### config.mk
export PLATFORM = sky130hd
export DESIGN_NAME = bbcfg_regs
export DESIGN_NICKNAME = d
export VERILOG_FILES = /design/src/bbcfg_pkg.sv /design/src/bbcfg_regs.sv /design/src/bbcfg_sync.sv
export SDC_FILE = /design/constraint.sdc
export NUM_CORES = 1
export LEC_CHECK = 0
export BUFFER_PORTS_ARGS = -buffer_cell sky130_fd_sc_hd__clkbuf_2
export CORE_ASPECT_RATIO = 1.5
export CORE_MARGIN = 1.5
export CORE_UTILIZATION = 53
export DETAILED_ROUTE_END_ITERATION = 12
export HOLD_SLACK_MARGIN = 0.1
export PLACE_DENSITY_LB_ADDON = 0.1
export REMOVE_ABC_BUFFERS = 1
export SETUP_SLACK_MARGIN = 0.4
export SYNTH_ARGS = -nofsm -noshare
export SYNTH_HDL_FRONTEND = slang
export SYNTH_HIERARCHICAL = 1
export SYNTH_SLANG_ARGS = --single-unit
### constraint.sdc
create_clock -name clock -period 2.4 [get_ports clock]
set_input_delay 0.48 -clock clock [delete_from_list [all_inputs] [get_ports clock]]
set_output_delay 0.48 -clock clock [all_outputs]
set_load 0.02 [all_outputs]
### src/bbcfg_pkg.sv
// Constants, field layouts and carrier types of the converter register bank.
// Assumes a simple byte register port on the same clock as the bank.
package bbcfg_pkg;
	localparam logic [7:0] addr_config = 8'h01;
	localparam logic [7:0] addr_flags = 8'h02;
	localparam logic [7:0] addr_identity = 8'h03;
	localparam logic [7:0] addr_setpoint_a = 8'h04;
	localparam logic [7:0] addr_setpoint_b = 8'h05;
	localparam int bit_reserved_hi = 7;
	localparam int bit_range = 6;
	localparam int bit_enable = 5;
	localparam int bit_reserved_lo = 4;
	localparam int bit_forced = 3;
	localparam int bit_ramp = 2;
	localparam int bit_overtemp = 1;
	localparam int bit_output_good = 0;
	localparam logic [7:0] config_reset_base = 8'h00;
	localparam logic [6:0] setpoint_a_reset = 7'h3c;
	localparam logic [6:0] setpoint_b_reset = 7'h42;
	localparam logic [1:0] flags_reset = 2'h0;
	// Identity fields; maker value is arbitrary
	localparam logic [3:0] identity_maker = 4'h5;
	localparam logic [1:0] identity_major = 2'h1;
	localparam logic [1:0] identity_minor = 2'h0;
	localparam int sync_stages = 2;

	typedef enum logic [1:0] {
		bbcfg_slew_1v = 2'h0,
		bbcfg_slew_2v5 = 2'h1,
		bbcfg_slew_5v = 2'h2,
		bbcfg_slew_10v = 2'h3
	} bbcfg_slew_t;

	typedef struct packed {
		logic reserved_hi;
		logic high_span;
		logic converter_on;
		logic reserved_lo;
		logic forced_pulse_mode;
		logic ramp_pulse_mode;
		bbcfg_slew_t slew;
	} bbcfg_config_t;

	typedef struct packed {
		logic high_span;
		logic converter_on;
		logic forced_pulse_mode;
		logic ramp_pulse_mode;
		bbcfg_slew_t slew;
		logic [6:0] setpoint_code;
	} bbcfg_drive_t;
endpackage

### src/bbcfg_regs.sv
// Register bank of the buck-boost converter: config, flags, identity, setpoints.
// Assumes a serial front end on the same clock that gives one-cycle strobes,
// and analog events (overtemp, power-not-good, select pin) arriving async.
module bbcfg_regs #(
	parameter logic enable_reset = 1'b1
) (
	input wire logic clock,
	input wire logic rst_b,
	input wire logic supply_ok,
	input wire logic chip_enable,
	input wire logic [7:0] reg_addr,
	input wire logic [7:0] reg_wdata,
	input wire logic reg_write,
	input wire logic reg_read,
	input wire logic overtemp_in,
	input wire logic power_bad_in,
	input wire logic setpoint_select_pin,
	output logic [7:0] reg_rdata,
	output logic reg_rvalid,
	output bbcfg_pkg::bbcfg_drive_t drive
);
	logic overtemp_s;
	logic power_bad_s;
	logic select_s;
	logic supply_ok_s;
	logic chip_enable_s;
	logic volatile_clear;
	bbcfg_pkg::bbcfg_config_t config_q;
	bbcfg_pkg::bbcfg_config_t next_config_q;
	bbcfg_pkg::bbcfg_config_t config_reset;
	logic [6:0] setpoint_a;
	logic [6:0] next_setpoint_a;
	logic [6:0] setpoint_b;
	logic [6:0] next_setpoint_b;
	logic overtemp_flag;
	logic next_overtemp_flag;
	logic output_good_flag;
	logic next_output_good_flag;
	logic [7:0] next_reg_rdata;
	logic next_reg_rvalid;
	bbcfg_pkg::bbcfg_drive_t next_drive;
	logic [7:0] read_mux;

	// Every analog level and both supply pins pass two flops first
	bbcfg_sync u_sync_ot (
		.clock(clock),
		.rst_b(rst_b),
		.din(overtemp_in),
		.dout(overtemp_s)
	);

	bbcfg_sync u_sync_pb (
		.clock(clock),
		.rst_b(rst_b),
		.din(power_bad_in),
		.dout(power_bad_s)
	);

	bbcfg_sync u_sync_sel (
		.clock(clock),
		.rst_b(rst_b),
		.din(setpoint_select_pin),
		.dout(select_s)
	);

	bbcfg_sync u_sync_uv (
		.clock(clock),
		.rst_b(rst_b),
		.din(supply_ok),
		.dout(supply_ok_s)
	);

	bbcfg_sync u_sync_en (
		.clock(clock),
		.rst_b(rst_b),
		.din(chip_enable),
		.dout(chip_enable_s)
	);

	// Supply loss or enable low wipes every volatile register
	// Wipe lags the pins by the two synchroniser flops
	assign volatile_clear = !supply_ok_s || !chip_enable_s;

	// Reset and volatile clear share one synchronous path
	logic wipe;
	assign wipe = !rst_b || volatile_clear;

	always_comb begin
		config_reset = bbcfg_pkg::config_reset_base;
		config_reset.converter_on = enable_reset;
	end

	always_comb begin
		read_mux = 8'h00;
		unique case (reg_addr)
			bbcfg_pkg::addr_config: read_mux = config_q;
			bbcfg_pkg::addr_flags: begin
				read_mux[bbcfg_pkg::bit_overtemp] = overtemp_flag;
				read_mux[bbcfg_pkg::bit_output_good] = output_good_flag;
			end
			bbcfg_pkg::addr_identity: read_mux = {bbcfg_pkg::identity_maker,
				bbcfg_pkg::identity_major, bbcfg_pkg::identity_minor};
			bbcfg_pkg::addr_setpoint_a: read_mux = {1'b0, setpoint_a};
			bbcfg_pkg::addr_setpoint_b: read_mux = {1'b0, setpoint_b};
			default: read_mux = 8'h00;
		endcase
	end

	// Config register; the whole byte is stored, reserved bits included
	always_comb begin
		next_config_q = config_q;
		if (reg_write && reg_addr == bbcfg_pkg::addr_config) begin
			// Reserved bits kept as written; the host keeps them zero
			next_config_q = reg_wdata;
		end
		if (wipe) begin
			next_config_q = config_reset;
		end
	end

	always_ff @(posedge clock) begin
		config_q <= next_config_q;
	end

	// Setpoints; bit 7 is not stored, so it always reads zero
	always_comb begin
		next_setpoint_a = setpoint_a;
		next_setpoint_b = setpoint_b;
		if (reg_write) begin
			unique case (reg_addr)
				bbcfg_pkg::addr_setpoint_a: next_setpoint_a = reg_wdata[6:0];
				bbcfg_pkg::addr_setpoint_b: next_setpoint_b = reg_wdata[6:0];
				// Flags, identity and undecoded addresses ignore writes
				default: ;
			endcase
		end
		if (wipe) begin
			next_setpoint_a = bbcfg_pkg::setpoint_a_reset;
			next_setpoint_b = bbcfg_pkg::setpoint_b_reset;
		end
	end

	always_ff @(posedge clock) begin
		setpoint_a <= next_setpoint_a;
		setpoint_b <= next_setpoint_b;
	end

	// Flags latch a live condition; a read clears only once it has gone.
	// Set beats clear, so an event in the cycle of the read survives.
	always_comb begin
		next_overtemp_flag = overtemp_flag;
		if (reg_read && reg_addr == bbcfg_pkg::addr_flags) begin
			next_overtemp_flag = 1'b0;
		end
		if (overtemp_s) begin
			next_overtemp_flag = 1'b1;
		end
		if (wipe) begin
			next_overtemp_flag = 1'b0;
		end
	end

	always_ff @(posedge clock) begin
		overtemp_flag <= next_overtemp_flag;
	end

	// Flag bit 0 set means a power-not-good event was seen
	always_comb begin
		next_output_good_flag = output_good_flag;
		if (reg_read && reg_addr == bbcfg_pkg::addr_flags) begin
			next_output_good_flag = 1'b0;
		end
		if (power_bad_s) begin
			next_output_good_flag = 1'b1;
		end
		if (wipe) begin
			next_output_good_flag = 1'b0;
		end
	end

	always_ff @(posedge clock) begin
		output_good_flag <= next_output_good_flag;
	end

	// Read answer; data holds until the next read or wipe so a slow host can take it
	// Read and write in one cycle return the old value from read_mux
	always_comb begin
		next_reg_rvalid = reg_read;
		next_reg_rdata = reg_read ? read_mux : reg_rdata;
		// A wiped bank gives no answer rather than stale data
		if (wipe) begin
			next_reg_rvalid = 1'b0;
			next_reg_rdata = 8'h00;
		end
	end

	always_ff @(posedge clock) begin
		reg_rvalid <= next_reg_rvalid;
		reg_rdata <= next_reg_rdata;
	end

	// Drive follows the next register values, so it moves with the write edge
	always_comb begin
		next_drive.high_span = next_config_q.high_span;
		next_drive.converter_on = next_config_q.converter_on;
		next_drive.forced_pulse_mode = next_config_q.forced_pulse_mode;
		next_drive.ramp_pulse_mode = next_config_q.ramp_pulse_mode;
		next_drive.slew = next_config_q.slew;
		// Code picked by the pin; the span offset is applied on the analog side
		next_drive.setpoint_code = next_setpoint_a;
		if (select_s && rst_b) begin
			next_drive.setpoint_code = next_setpoint_b;
		end
	end

	// Registered so every converter control leaves a flop
	always_ff @(posedge clock) begin
		drive <= next_drive;
	end
endmodule // bbcfg_regs

### src/bbcfg_sync.sv
// Two-stage synchroniser for one asynchronous level.
// Assumes the level may change at any time relative to clock.
module bbcfg_sync (
	input wire logic clock,
	input wire logic rst_b,
	input wire logic din,
	output logic dout
);
	logic stage1;
	logic next_stage1;
	logic next_dout;

	always_comb begin
		next_stage1 = din;
		next_dout = stage1;
		if (!rst_b) begin
			next_stage1 = 1'b0;
			next_dout = 1'b0;
		end
	end

	always_ff @(posedge clock) begin
		stage1 <= next_stage1;
		dout <= next_dout;
	end
endmodule // bbcfg_sync

Yosys cells after proc, flatten, opt, wreduce, memory -nomap -nowiden

Index checks and enable logic that the tools add are counted.

Multiplexer cells: 12
Reductions and logical operators: 10
Equal/unequal tests: 5

Operators by type and width:

| cell                                                 | count |
|---|---|
| 2-to-1 mux 7 bit                                     | 7 |
| case mux 6 bit (4 select lines)                      | 1 |
| equality test 8 x 2 -> 1 bit (second input constant) | 2 |
| equality test 8 x 3 -> 1 bit (second input constant) | 2 |
| equality test 8 x 1 -> 1 bit (second input constant) | 1 |
| case mux 2 bit (4 select lines)                      | 1 |
| nonzero test 2 bit                                   | 2 |
| logical AND 1 bit                                    | 3 |
| logical NOT 1 bit                                    | 3 |
| 2-to-1 mux 1 bit                                     | 3 |
| logical OR 1 bit                                     | 2 |

Logic and storage cells: 51
Register bits: 50
Input port bits: 25
Output and inout port bits: 22

Longest topological paths before layout

Gate-level depths: netlist of run 1.

Depth in word-level cells: 5
Depth in mapped cells: 6

By module

The synthesis of run 1 kept the hierarchy.

By module, submodules not included:

| module     | area each (um^2) | times used | cells an instance |
|---|---|---|---|
| bbcfg_regs | 1934.4           | 1          | 222 |
| bbcfg_sync | 52.6             | 5          | 4 |

Least setup slack after synthesis of run 1

OpenSTA, ideal clock, no wires.

Path type: input to register
Start: input reg_addr[3]
End: register drive[0] (netlist bit)
Path slack: 422 ps
Data arrival time: 1854 ps
Data required time: 2275 ps
Library setup time: 125 ps
Buffers on the path: 0
Cell stages on the path: 4
Cells stage by stage: or4_4 > nor4_4 > mux2i_1 > o22ai_1

RTL lines:

| element              | line              | RTL |
|---|---|---|
| start, declared      | bbcfg_regs.sv:11  | `input wire logic [7:0] reg_addr,` |
| end signal, assigned | bbcfg_regs.sv:218 | `drive <= next_drive;` |
| end, declared        | bbcfg_regs.sv:20  | `output bbcfg_pkg::bbcfg_drive_t drive` |

Worst setup path after layout of run 1

Start: input reg_addr[3]
End: register setpoint_a[2]

Cells in the longest elaborated chain, start to end: 4

Ends and longest elaborated chain:

| element                      | line              | RTL |
|---|---|---|
| equality test 8 x 3 -> 1 bit | bbcfg_regs.sv:130 | `unique case (reg_addr)` |
| 2-to-1 mux 7 bit             | bbcfg_regs.sv:130 |  |
| 2-to-1 mux 7 bit             | bbcfg_regs.sv:129 | `if (reg_write) begin` |
| 2-to-1 mux 7 bit             | bbcfg_regs.sv:137 | `if (wipe) begin` |
| via next_setpoint_a[2]       | bbcfg_regs.sv:32  | `logic [6:0] next_setpoint_a;` |
| end signal, assigned         | bbcfg_regs.sv:144 | `setpoint_a <= next_setpoint_a;` |
| end, declared                | bbcfg_regs.sv:31  | `logic [6:0] setpoint_a;` |

The timed path passes the listed nets, and every way through them passes these cells.
A chain may end at the register's enable or synchronous reset.

==> results.ini, run 1 <==
[drt]
wl_per_cell_um=14.7
vias=1879
drt_iter0_drc=90
ant_nets=0
drc=0
viasPerCell=5.66
drt_first_pass_iters=4
wirelength_mm=4.89

[worst_setup_path]
crit_end=setpoint_a[2]
cp-startpoint=reg_addr[3]
critPathMaxStageDelay_ns=0.57
cp_data_required_time_ns=2.58
arrival_ns=2.03
rr_endpoint=drive[6]
cp_num_buf_inv=2
reg2reg_from=u_sync_uv/dout
cp.depth=6
worst_r2r_path_depth=3
crit_chain=clkbuf_2 -> or4_4 -> nor4_4 -> buf_4 -> mux2i_1 -> nand2_1
path_class=primary input to flop
path_delay_family=simple AND/OR/NAND/NOR gates
cp-start-kind=primary input
endpoint_kind=flop
r2r_setup_slack_ns=1.01
path_max_fanout=4
critPathSlowestCell=or4_4

[yosys]
syn_inst=242
synth_area_leaders=dfxtp_1 (46%), mux2i_1 (12%), nor2_1 (5.1%), o21ai_0 (3.9%), and2_1 (3.1%)
ys.warnings.count=6
synth_top_area_share_pct=45.6
synth_seq_area_share_pct=45.6
synth_area_um2=2200
synth_area_per_cell_um2=9.08
synth_top_cell_by_area=dfxtp_1
yosysUniqueCellTypes=32
ys_ff_latch=50

[outcome]
status=complete, no violations

[finish]
fin_nets=311
fillers=379
layout-drive-gt1-share_pct=24.0
diodes=0
fin_cells=332
syn2layout_area_growth_pct=16.5

[placement]
placedCellCount=324
io_buffers=46
gp_congestion=0.873
hpwl_mm=3.48

[power_and_ir_drop]
power_density_nw_per_um2=575
clkPwrFrac_pct=35.5
finalPower_uw=1470
power.internal_uw=1120
combPwrFrac_pct=7.1
vdd_drop_max_uv=463
p_switching_uw=350
switching_share_pct=23.8
seq_power_share_pct=57.4
leakagePower_uw=0.00104

[timing]
period_needed_ns=1.84
tns_ns=0
tightest_slew_ns=0.501
max_freq_ghz=0.543
setup_viol=0
slew_viol_final=0
fin_skew_ns=0.00945
slew_headroom_pct=66.6
hold_viol_final=0
min_period_over_period_pct=76.7
grt_setup_unrepaired=false

[grt]
grt_pass1_vias=1703
grt_first_pass_wirelength_mm=8.00
grtUsageTotal_pct=22.5
grt_antenna_before_repair=0
grt_max_degree=25
grt_overflow=0

[clocking]
clkSlewWorstSetupHoldPaths_ns=0.09
post-cts-setup-buffers=0
insertion_delay_ns=0.31
cts_root_buffer=clkbuf_8
postCtsHoldBufs=0
htreeDepth=2
cts.path.max_buffers=2
numClockSinks=50
cts.repair.resized=0
cts_tree=done
cts_buffers=5

[die]
coreArea_um2=3960
rows=28
start_util_pct=55.5
die_area_um2=4550
die_w_um=55.6
dieHeight_um=81.9
ios=47

[run]
drv_cap=0

[hold_path]
hold_class=primary input to flop

[cell usage after synthesis (all sizes together)]
cell and n:
a21oi 12, a22oi 6, a31o 2, and2 11, and3 5, and4 1, and4b 2, buf 7
clkbuf 11, dfxtp 50, inv 5, mux2 2, mux2i 27, nand2 12, nand2b 6, nand3 6
nand3b 1, nand4 3, nor2 30, nor2b 4, nor3 1, nor3b 2, nor4 2, nor4b 3
o21ai 17, o22ai 6, o2bb2ai 4, o31ai 2, or4 2
[sequential cells by signal (all words and copies together), names as in the netlist]
| name | count |
|---|---|
| config_q | 2 |
| drive | 13 |
| output_good_flag | 1 |
| overtemp_flag | 1 |
| reg_rdata | 8 |
| reg_rvalid | 1 |
| setpoint_a | 7 |
| setpoint_b | 7 |
| u_sync_en/dout | 1 |
| u_sync_en/stage1 | 1 |
| u_sync_ot/dout | 1 |
| u_sync_ot/stage1 | 1 |
| u_sync_pb/dout | 1 |
| u_sync_pb/stage1 | 1 |
| u_sync_sel/dout | 1 |
| u_sync_sel/stage1 | 1 |
| u_sync_uv/dout | 1 |
| u_sync_uv/stage1 | 1 |
[area by class of cell]
type,count,area [µm²],share of cell area (%)
inverters,5,18.8,0.733
repair buffers,55,298,11.6
clock buffers,6,82.6,3.23
flip-flops and latches,50,1000,39.1
clock inverters,2,17.5,0.684
well taps,45,56.3,2.20
multi-input cells,169,1090,42.4
[cell families (layout without fill, tap and decap cells)]
logic type	count (synthesis)	after routing	synth area share, %
compound gates	49	49	13.4
simple gates	91	91	22.7
buf+inv	23	68	5.01
mux	29	29	13.3
flops	50	50	45.6
[layer usage]
layer	GRT usage, %	share of wire [%]	up-vias
met1	28.1	46	879
met5	0	0	-
met4	10.0	1.9	0
met2	38.1	48	52
met3	3.78	4.5	8
li1	-	-	940
[stage by stage]
step	hold slack, ns	utilization, %	setup WS [ns]	instance area [µm²]
after floorplan	0.406	-	0.422	2110
after global placement	0.409	62.1	0.259	2460
after detailed placement	0.412	62.1	0.190	2460
after CTS	0.367	64.7	0.532	2560
after global routing	0.361	64.7	0.447	2560
final	0.372	64.7	0.559	2560
[power groups by stage]
| stage | clock, µW | sequential [µW] | combinational [µW] |
|---|---|---|---|
| 2_1_floorplan | 0 | 866 | 38.2 |
| 3_3_place_gp | 0 | 863 | 102 |
| 3_5_place_dp | 0 | 863 | 103 |
| 4_1_cts | 539 | 844 | 104 |
| 5_1_grt | 574 | 846 | 113 |
| 6_report | 523 | 844 | 104 |
[cells in the final DEF (no fill, tap or decap), types with 2 or more instances in the layout]
cell type and count:
nor4b_1 3, mux2_2 2, clkinv_4 2, buf_4 9, nand2_1 12, and4b_1 2, dfxtp_1 50, nand2b_1 6
nor2_1 30, and2_1 11, a22oi_1 6, nand3_1 6, inv_1 5, o21ai_0 17, nand4_1 3, nor2b_1 4
o2bb2ai_1 4, mux2i_1 27, o22ai_1 6, clkbuf_2 46, nor3b_1 2, a21oi_1 12, clkbuf_8 6, o31ai_1 2
a31o_2 2, and3_1 5
[how the worst min path moves through the flow]
| stage | from | to | cells past startpoint |
|---|---|---|---|
| after floorplan | u_sync_en/stage1 | u_sync_en/dout | 1 |
| after global placement | u_sync_pb/stage1 | u_sync_pb/dout | 1 |
| after detailed placement | u_sync_pb/stage1 | u_sync_pb/dout | 1 |
| after CTS | overtemp_in | u_sync_ot/stage1 | 2 |
| after global routing | supply_ok | u_sync_uv/stage1 | 2 |
| final | supply_ok | u_sync_uv/stage1 | 2 |
(Power assumes the default switching activity.)
==> inputs of run 2 (changes only) <==
--- a/config.mk
+++ b/config.mk
@@ -8,7 +8,7 @@
 export BUFFER_PORTS_ARGS = -buffer_cell sky130_fd_sc_hd__clkbuf_2
 export CORE_ASPECT_RATIO = 1.5
 export CORE_MARGIN = 1.5
-export CORE_UTILIZATION = 53
+export CORE_UTILIZATION = 48
 export DETAILED_ROUTE_END_ITERATION = 12
 export HOLD_SLACK_MARGIN = 0.1
 export PLACE_DENSITY_LB_ADDON = 0.1
==> constraint.sdc (replaced) <==
create_clock -name clock -period 1.5 [get_ports clock]
set_input_delay 0.3 -clock clock [delete_from_list [all_inputs] [get_ports clock]]
set_output_delay 0.3 -clock clock [all_outputs]
set_load 0.02 [all_outputs]
==> results.ini, run 2 (synthesized netlist as in run 1, its figures left out) <==
[clocking]
insertion_delay_ns=0.30
cts_tree=done
cts.path.max_buffers=2
htreeDepth=2
cts_buffers=5
cts_root_buffer=clkbuf_8
postCtsHoldBufs=0
numClockSinks=50
clkSlewWorstSetupHoldPaths_ns=0.09

[worst_setup_path]
path_delay_family=simple AND/OR/NAND/NOR gates
cp_data_required_time_ns=1.70
cp_num_buf_inv=2
critPathSlowestCell=or4_4
critPathMaxStageDelay_ns=0.55
path_max_fanout=3
cp-start-kind=primary input
endpoint_kind=flop
crit_chain=buf_8 -> or4_4 -> nor4_4 -> buf_4 -> mux2i_2 -> o22ai_1
arrival_ns=1.67
path_class=primary input to flop

[grt]
grt_antenna_before_repair=0
grt_first_pass_wirelength_mm=8.95
grt_pass1_vias=1833
grt_overflow=0
grt_max_degree=25
grtUsageTotal_pct=23.7

[finish]
layout-drive-gt1-share_pct=47.3
largest_reg_flops=13
final_core_util_pct=74.5
diodes=0
finalInstanceArea_um2=3330
syn2layout_area_growth_pct=51.5
top_regs=drive: 13 flops, reg_rdata: 8 flops
fin_nets=339
fin_cells=363
largest-register=drive
fillers=317
final_cell_mix=dfxtp_1 (33), nor2_1 (29), buf_4 (29)
final_common_cell=dfxtp_1

[die]
rows=30
start_util_pct=49.2
coreArea_um2=4470
dieHeight_um=85.9
die_area_um2=5000
die_w_um=58.2
ios=47

[placement]
placedCellCount=347
pre_cts_ws_ns=-0.344
io_buffers=46
gp_congestion=0.920
dpl_cell_area_um2=2630
hpwl_mm=4.08

[timing]
setup_viol=0
max_freq_ghz=0.678
slew_viol_final=0
slew_headroom_pct=78.4
fin_skew_ns=0.00402
grt_setup_unrepaired=true
finalWorstSetupSlack_ns=0.0241
period_needed_ns=1.48
tightest_slew_ns=0.322
hold_viol_final=0
min_period_over_period_pct=98.4

[drt]
wl_per_cell_um=16.4
wirelength_mm=5.94
drc=4
ant_nets=0
drt_iter0_drc=96
viasPerCell=5.63
drt_first_pass_iters=10
vias=2043

[power_and_ir_drop]
vdd_drop_max_uv=787
finalPower_uw=2420
leakagePower_uw=0.00126
power_density_nw_per_um2=728

[outcome]
violations=DRC
status=complete, but fails checks

[hold_path]
hold_class=primary input to flop

[run]
drv_cap=0

run 2: metal layers:
layer	routed length, µm	vias to the layer above	GRT usage, %
met5	0	-	0
li1	-	999	-
met3	210	19	3.62
met1	2300	964	27.9
met2	3220	61	42.6
met4	215	0	8.88
run 2: worst paths after layout:
| check | start | endpoint | slack, ns | depth (start not counted) |
|---|---|---|---|---|
| setup / recovery | reg_addr[3] | drive[0] | 0.02 | 6 |
| setup reg to reg | u_sync_en/dout | reg_rdata[0] | 0.24 | 3 |
| hold reg to reg | u_sync_pb/stage1 | u_sync_pb/dout | 0.43 | 1 |
| hold / removal | supply_ok | u_sync_uv/stage1 | 0.20 | 2 |
run 2: metrics by stage:
| step | setup TNS (ns) | hold WS, ns |
|---|---|---|
| floorplan | -4.05 | 0.406 |
| global placement | -7.21 | 0.410 |
| detailed placement | -7.43 | 0.412 |
| CTS | 0 | 0.194 |
| global route | -0.00718 | 0.192 |
| finish | 0 | 0.196 |
run 2: repair_timing:
| action | 4_1_cts | 5_1_grt |
|---|---|---|
| cloned | 2 | 0 |
| setup endpoints to repair | 56 | 62 |
| resized for setup | 68 | 82 |
| pin swaps | 15 | 17 |
| endpoints found under the hold margin | 0 | 0 |
| setup buffers | 4 | 2 |
run 2: area by class of cell:
| type | instances | area, µm² | share of cell area, % |
|---|---|---|---|
| tap | 48 | 60.1 | 1.80 |
| timing repair buffer | 83 | 748 | 22.5 |
| clock buffer | 7 | 86.3 | 2.59 |
| inverter | 5 | 18.8 | 0.564 |
| clock inverter | 1 | 5.00 | 0.150 |
| multi-input combinational | 169 | 1380 | 41.5 |
| sequential | 50 | 1030 | 30.9 |
run 2: report_power, final:
group	total [µW]	leakage [µW]	internal (µW)	switching, µW
Clock	817	0.0000482	373	444
Sequential	1350	0.000414	1340	8.14
Combinational	260	0.000793	123	136
Total	2420	0.00126	1840	588
==> inputs of run 3 (changes only) <==
--- a/config.mk
+++ b/config.mk
@@ -13,7 +13,6 @@
 export HOLD_SLACK_MARGIN = 0.1
 export PLACE_DENSITY_LB_ADDON = 0.1
 export REMOVE_ABC_BUFFERS = 1
-export SETUP_SLACK_MARGIN = 0.4
 export SYNTH_ARGS = -nofsm -noshare
 export SYNTH_HDL_FRONTEND = slang
 export SYNTH_HIERARCHICAL = 1
==> results.ini, run 3 (synthesized netlist as in run 1, its figures left out) <==
[outcome]
status=complete, but fails checks
violations=DRC

[timing]
grt_setup_unrepaired=true
fin_skew_ns=0.00451
slew_headroom_pct=67.5
setup_viol=0
min_period_over_period_pct=99.1
period_needed_ns=1.49
hold_viol_final=0
max_freq_ghz=0.673
tightest_slew_ns=0.488
slew_viol_final=0

[drt]
drt_first_pass_iters=11
wl_per_cell_um=14.9
drt_iter0_drc=74
vias=1966
wirelength_mm=5.29
viasPerCell=5.54
ant_nets=0
drc=5

[worst_setup_path]
r2r_setup_slack_ns=0.17
path_class=primary input to flop
endpoint_kind=flop
worst_r2r_path_depth=3
arrival_ns=1.72
cp-start-kind=primary input
reg2reg_from=u_sync_uv/dout
rr_endpoint=drive[5]
path_max_fanout=3
cp_data_required_time_ns=1.73

[die]
coreArea_um2=4470
start_util_pct=49.2
die_area_um2=5000
rows=30
ios=47
die_w_um=58.2
dieHeight_um=85.9

[placement]
gp_congestion=0.920
dpl_cell_area_um2=2630
placedCellCount=347
hpwl_mm=4.08
io_buffers=46

[grt]
grt_max_degree=25
top_usage_layer=met2
grtUsageTotal_pct=22.3
use_met2_pct=40.2
grt_overflow=0
grt_pass1_vias=1760
grt_antenna_before_repair=0
grt_first_pass_wirelength_mm=8.43
grt_use_met3_pct=3.77
use_met1_pct=25.5

[finish]
final_core_util_pct=61.2
diodes=0
top_regs=drive: 13 flops, reg_rdata: 8 flops
fillers=407
syn2layout_area_growth_pct=24.4
largest-register=drive
finalInstanceArea_um2=2730
layout-drive-gt1-share_pct=29.3
fin_nets=331
final_common_cell=dfxtp_1
fin_cells=355
final_cell_mix=dfxtp_1 (50), clkbuf_2 (45), nor2_1 (30)
largest_reg_flops=13

[hold_path]
min_to=u_sync_sel/stage1
hold_depth=2
hold_class=primary input to flop
hold_start=setpoint_select_pin

[clocking]
cts_tree=done
htreeDepth=2
cts.path.max_buffers=2
cts_buffers=5
cts_root_buffer=clkbuf_8
insertion_delay_ns=0.30
postCtsHoldBufs=0
post-cts-setup-buffers=0
clkSlewWorstSetupHoldPaths_ns=0.09
numClockSinks=50

[power_and_ir_drop]
vdd_drop_max_uv=741
power_density_nw_per_um2=864
finalPower_uw=2360
leakagePower_uw=0.00114

[run]
drv_cap=0

[run 3: cell types whose count changed in the layout (fill, tap and decap cells not counted), moves of 6 or more]
cell / previous run / this run
buf_6: 9 / 1
buf_8: 13 / 0
clkbuf_2: 20 / 45
dfxtp_1: 33 / 50
dfxtp_2: 14 / 0
mux2i_1: 19 / 26
mux2i_4: 7 / 0
o21ai_0: 11 / 17
[run 3: report_power, final]
part	switching (µW)	internal, µW	total [µW]
Combinational	106	98.3	204
Clock	435	373	808
Sequential	6.71	1340	1350
Total	547	1810	2360
[run 3: final cells by class]
| class | count | area, µm² | share of cell area (%) |
|---|---|---|---|
| Multi-Input combinational cell | 169 | 1100 | 40.1 |
| Inverter | 5 | 18.8 | 0.686 |
| Sequential cell | 50 | 1000 | 36.6 |
| Tap cell | 48 | 60.1 | 2.20 |
| Timing Repair Buffer | 75 | 467 | 17.1 |
| Clock buffer | 7 | 86.3 | 3.16 |
| Clock inverter | 1 | 5.00 | 0.183 |
[run 3: how the worst max path moves through the flow]
stage | start | end
CTS | reg_addr[3] | drive[0]
floorplan | reg_addr[3] | drive[0]
finish | reg_addr[3] | reg_rdata[3]
detailed placement | reg_addr[3] | reg_rdata[3]
global placement | reg_addr[3] | reg_rdata[3]
global route | reg_addr[3] | reg_rdata[5]
[run 3: worst max-delay path: stages]
cell	delay (ns)
buf_6	0.09
buf_4	0.13
nor4_2	0.38
nand3_1	0.16
or4_1	0.50
o21ai_0	0.16
[run 3: stage by stage]
step                      setup TNS (ns)  setup WS, ns  hold WS, ns
final                                  0        0.0142        0.200
after global routing             -0.0716       -0.0190        0.190
after CTS                              0       0.00534        0.194
after detailed placement           -7.43        -0.344        0.412
after global placement             -7.21        -0.300        0.410
after floorplan                    -4.05        -0.298        0.406
[run 3: per-layer routing]
| metal | vias to the layer above | routed length (µm) |
|---|---|---|
| li1 | 982 | - |
| met1 | 917 | 2200 |
| met2 | 57 | 2770 |
| met3 | 10 | 211 |
| met4 | 0 | 109 |
| met5 | - | 0 |
[run 3: what timing repair did]
item	in CTS	in global routing
gates resized for setup	1	2
endpoints found under the setup margin	2	8
pin swaps	0	0
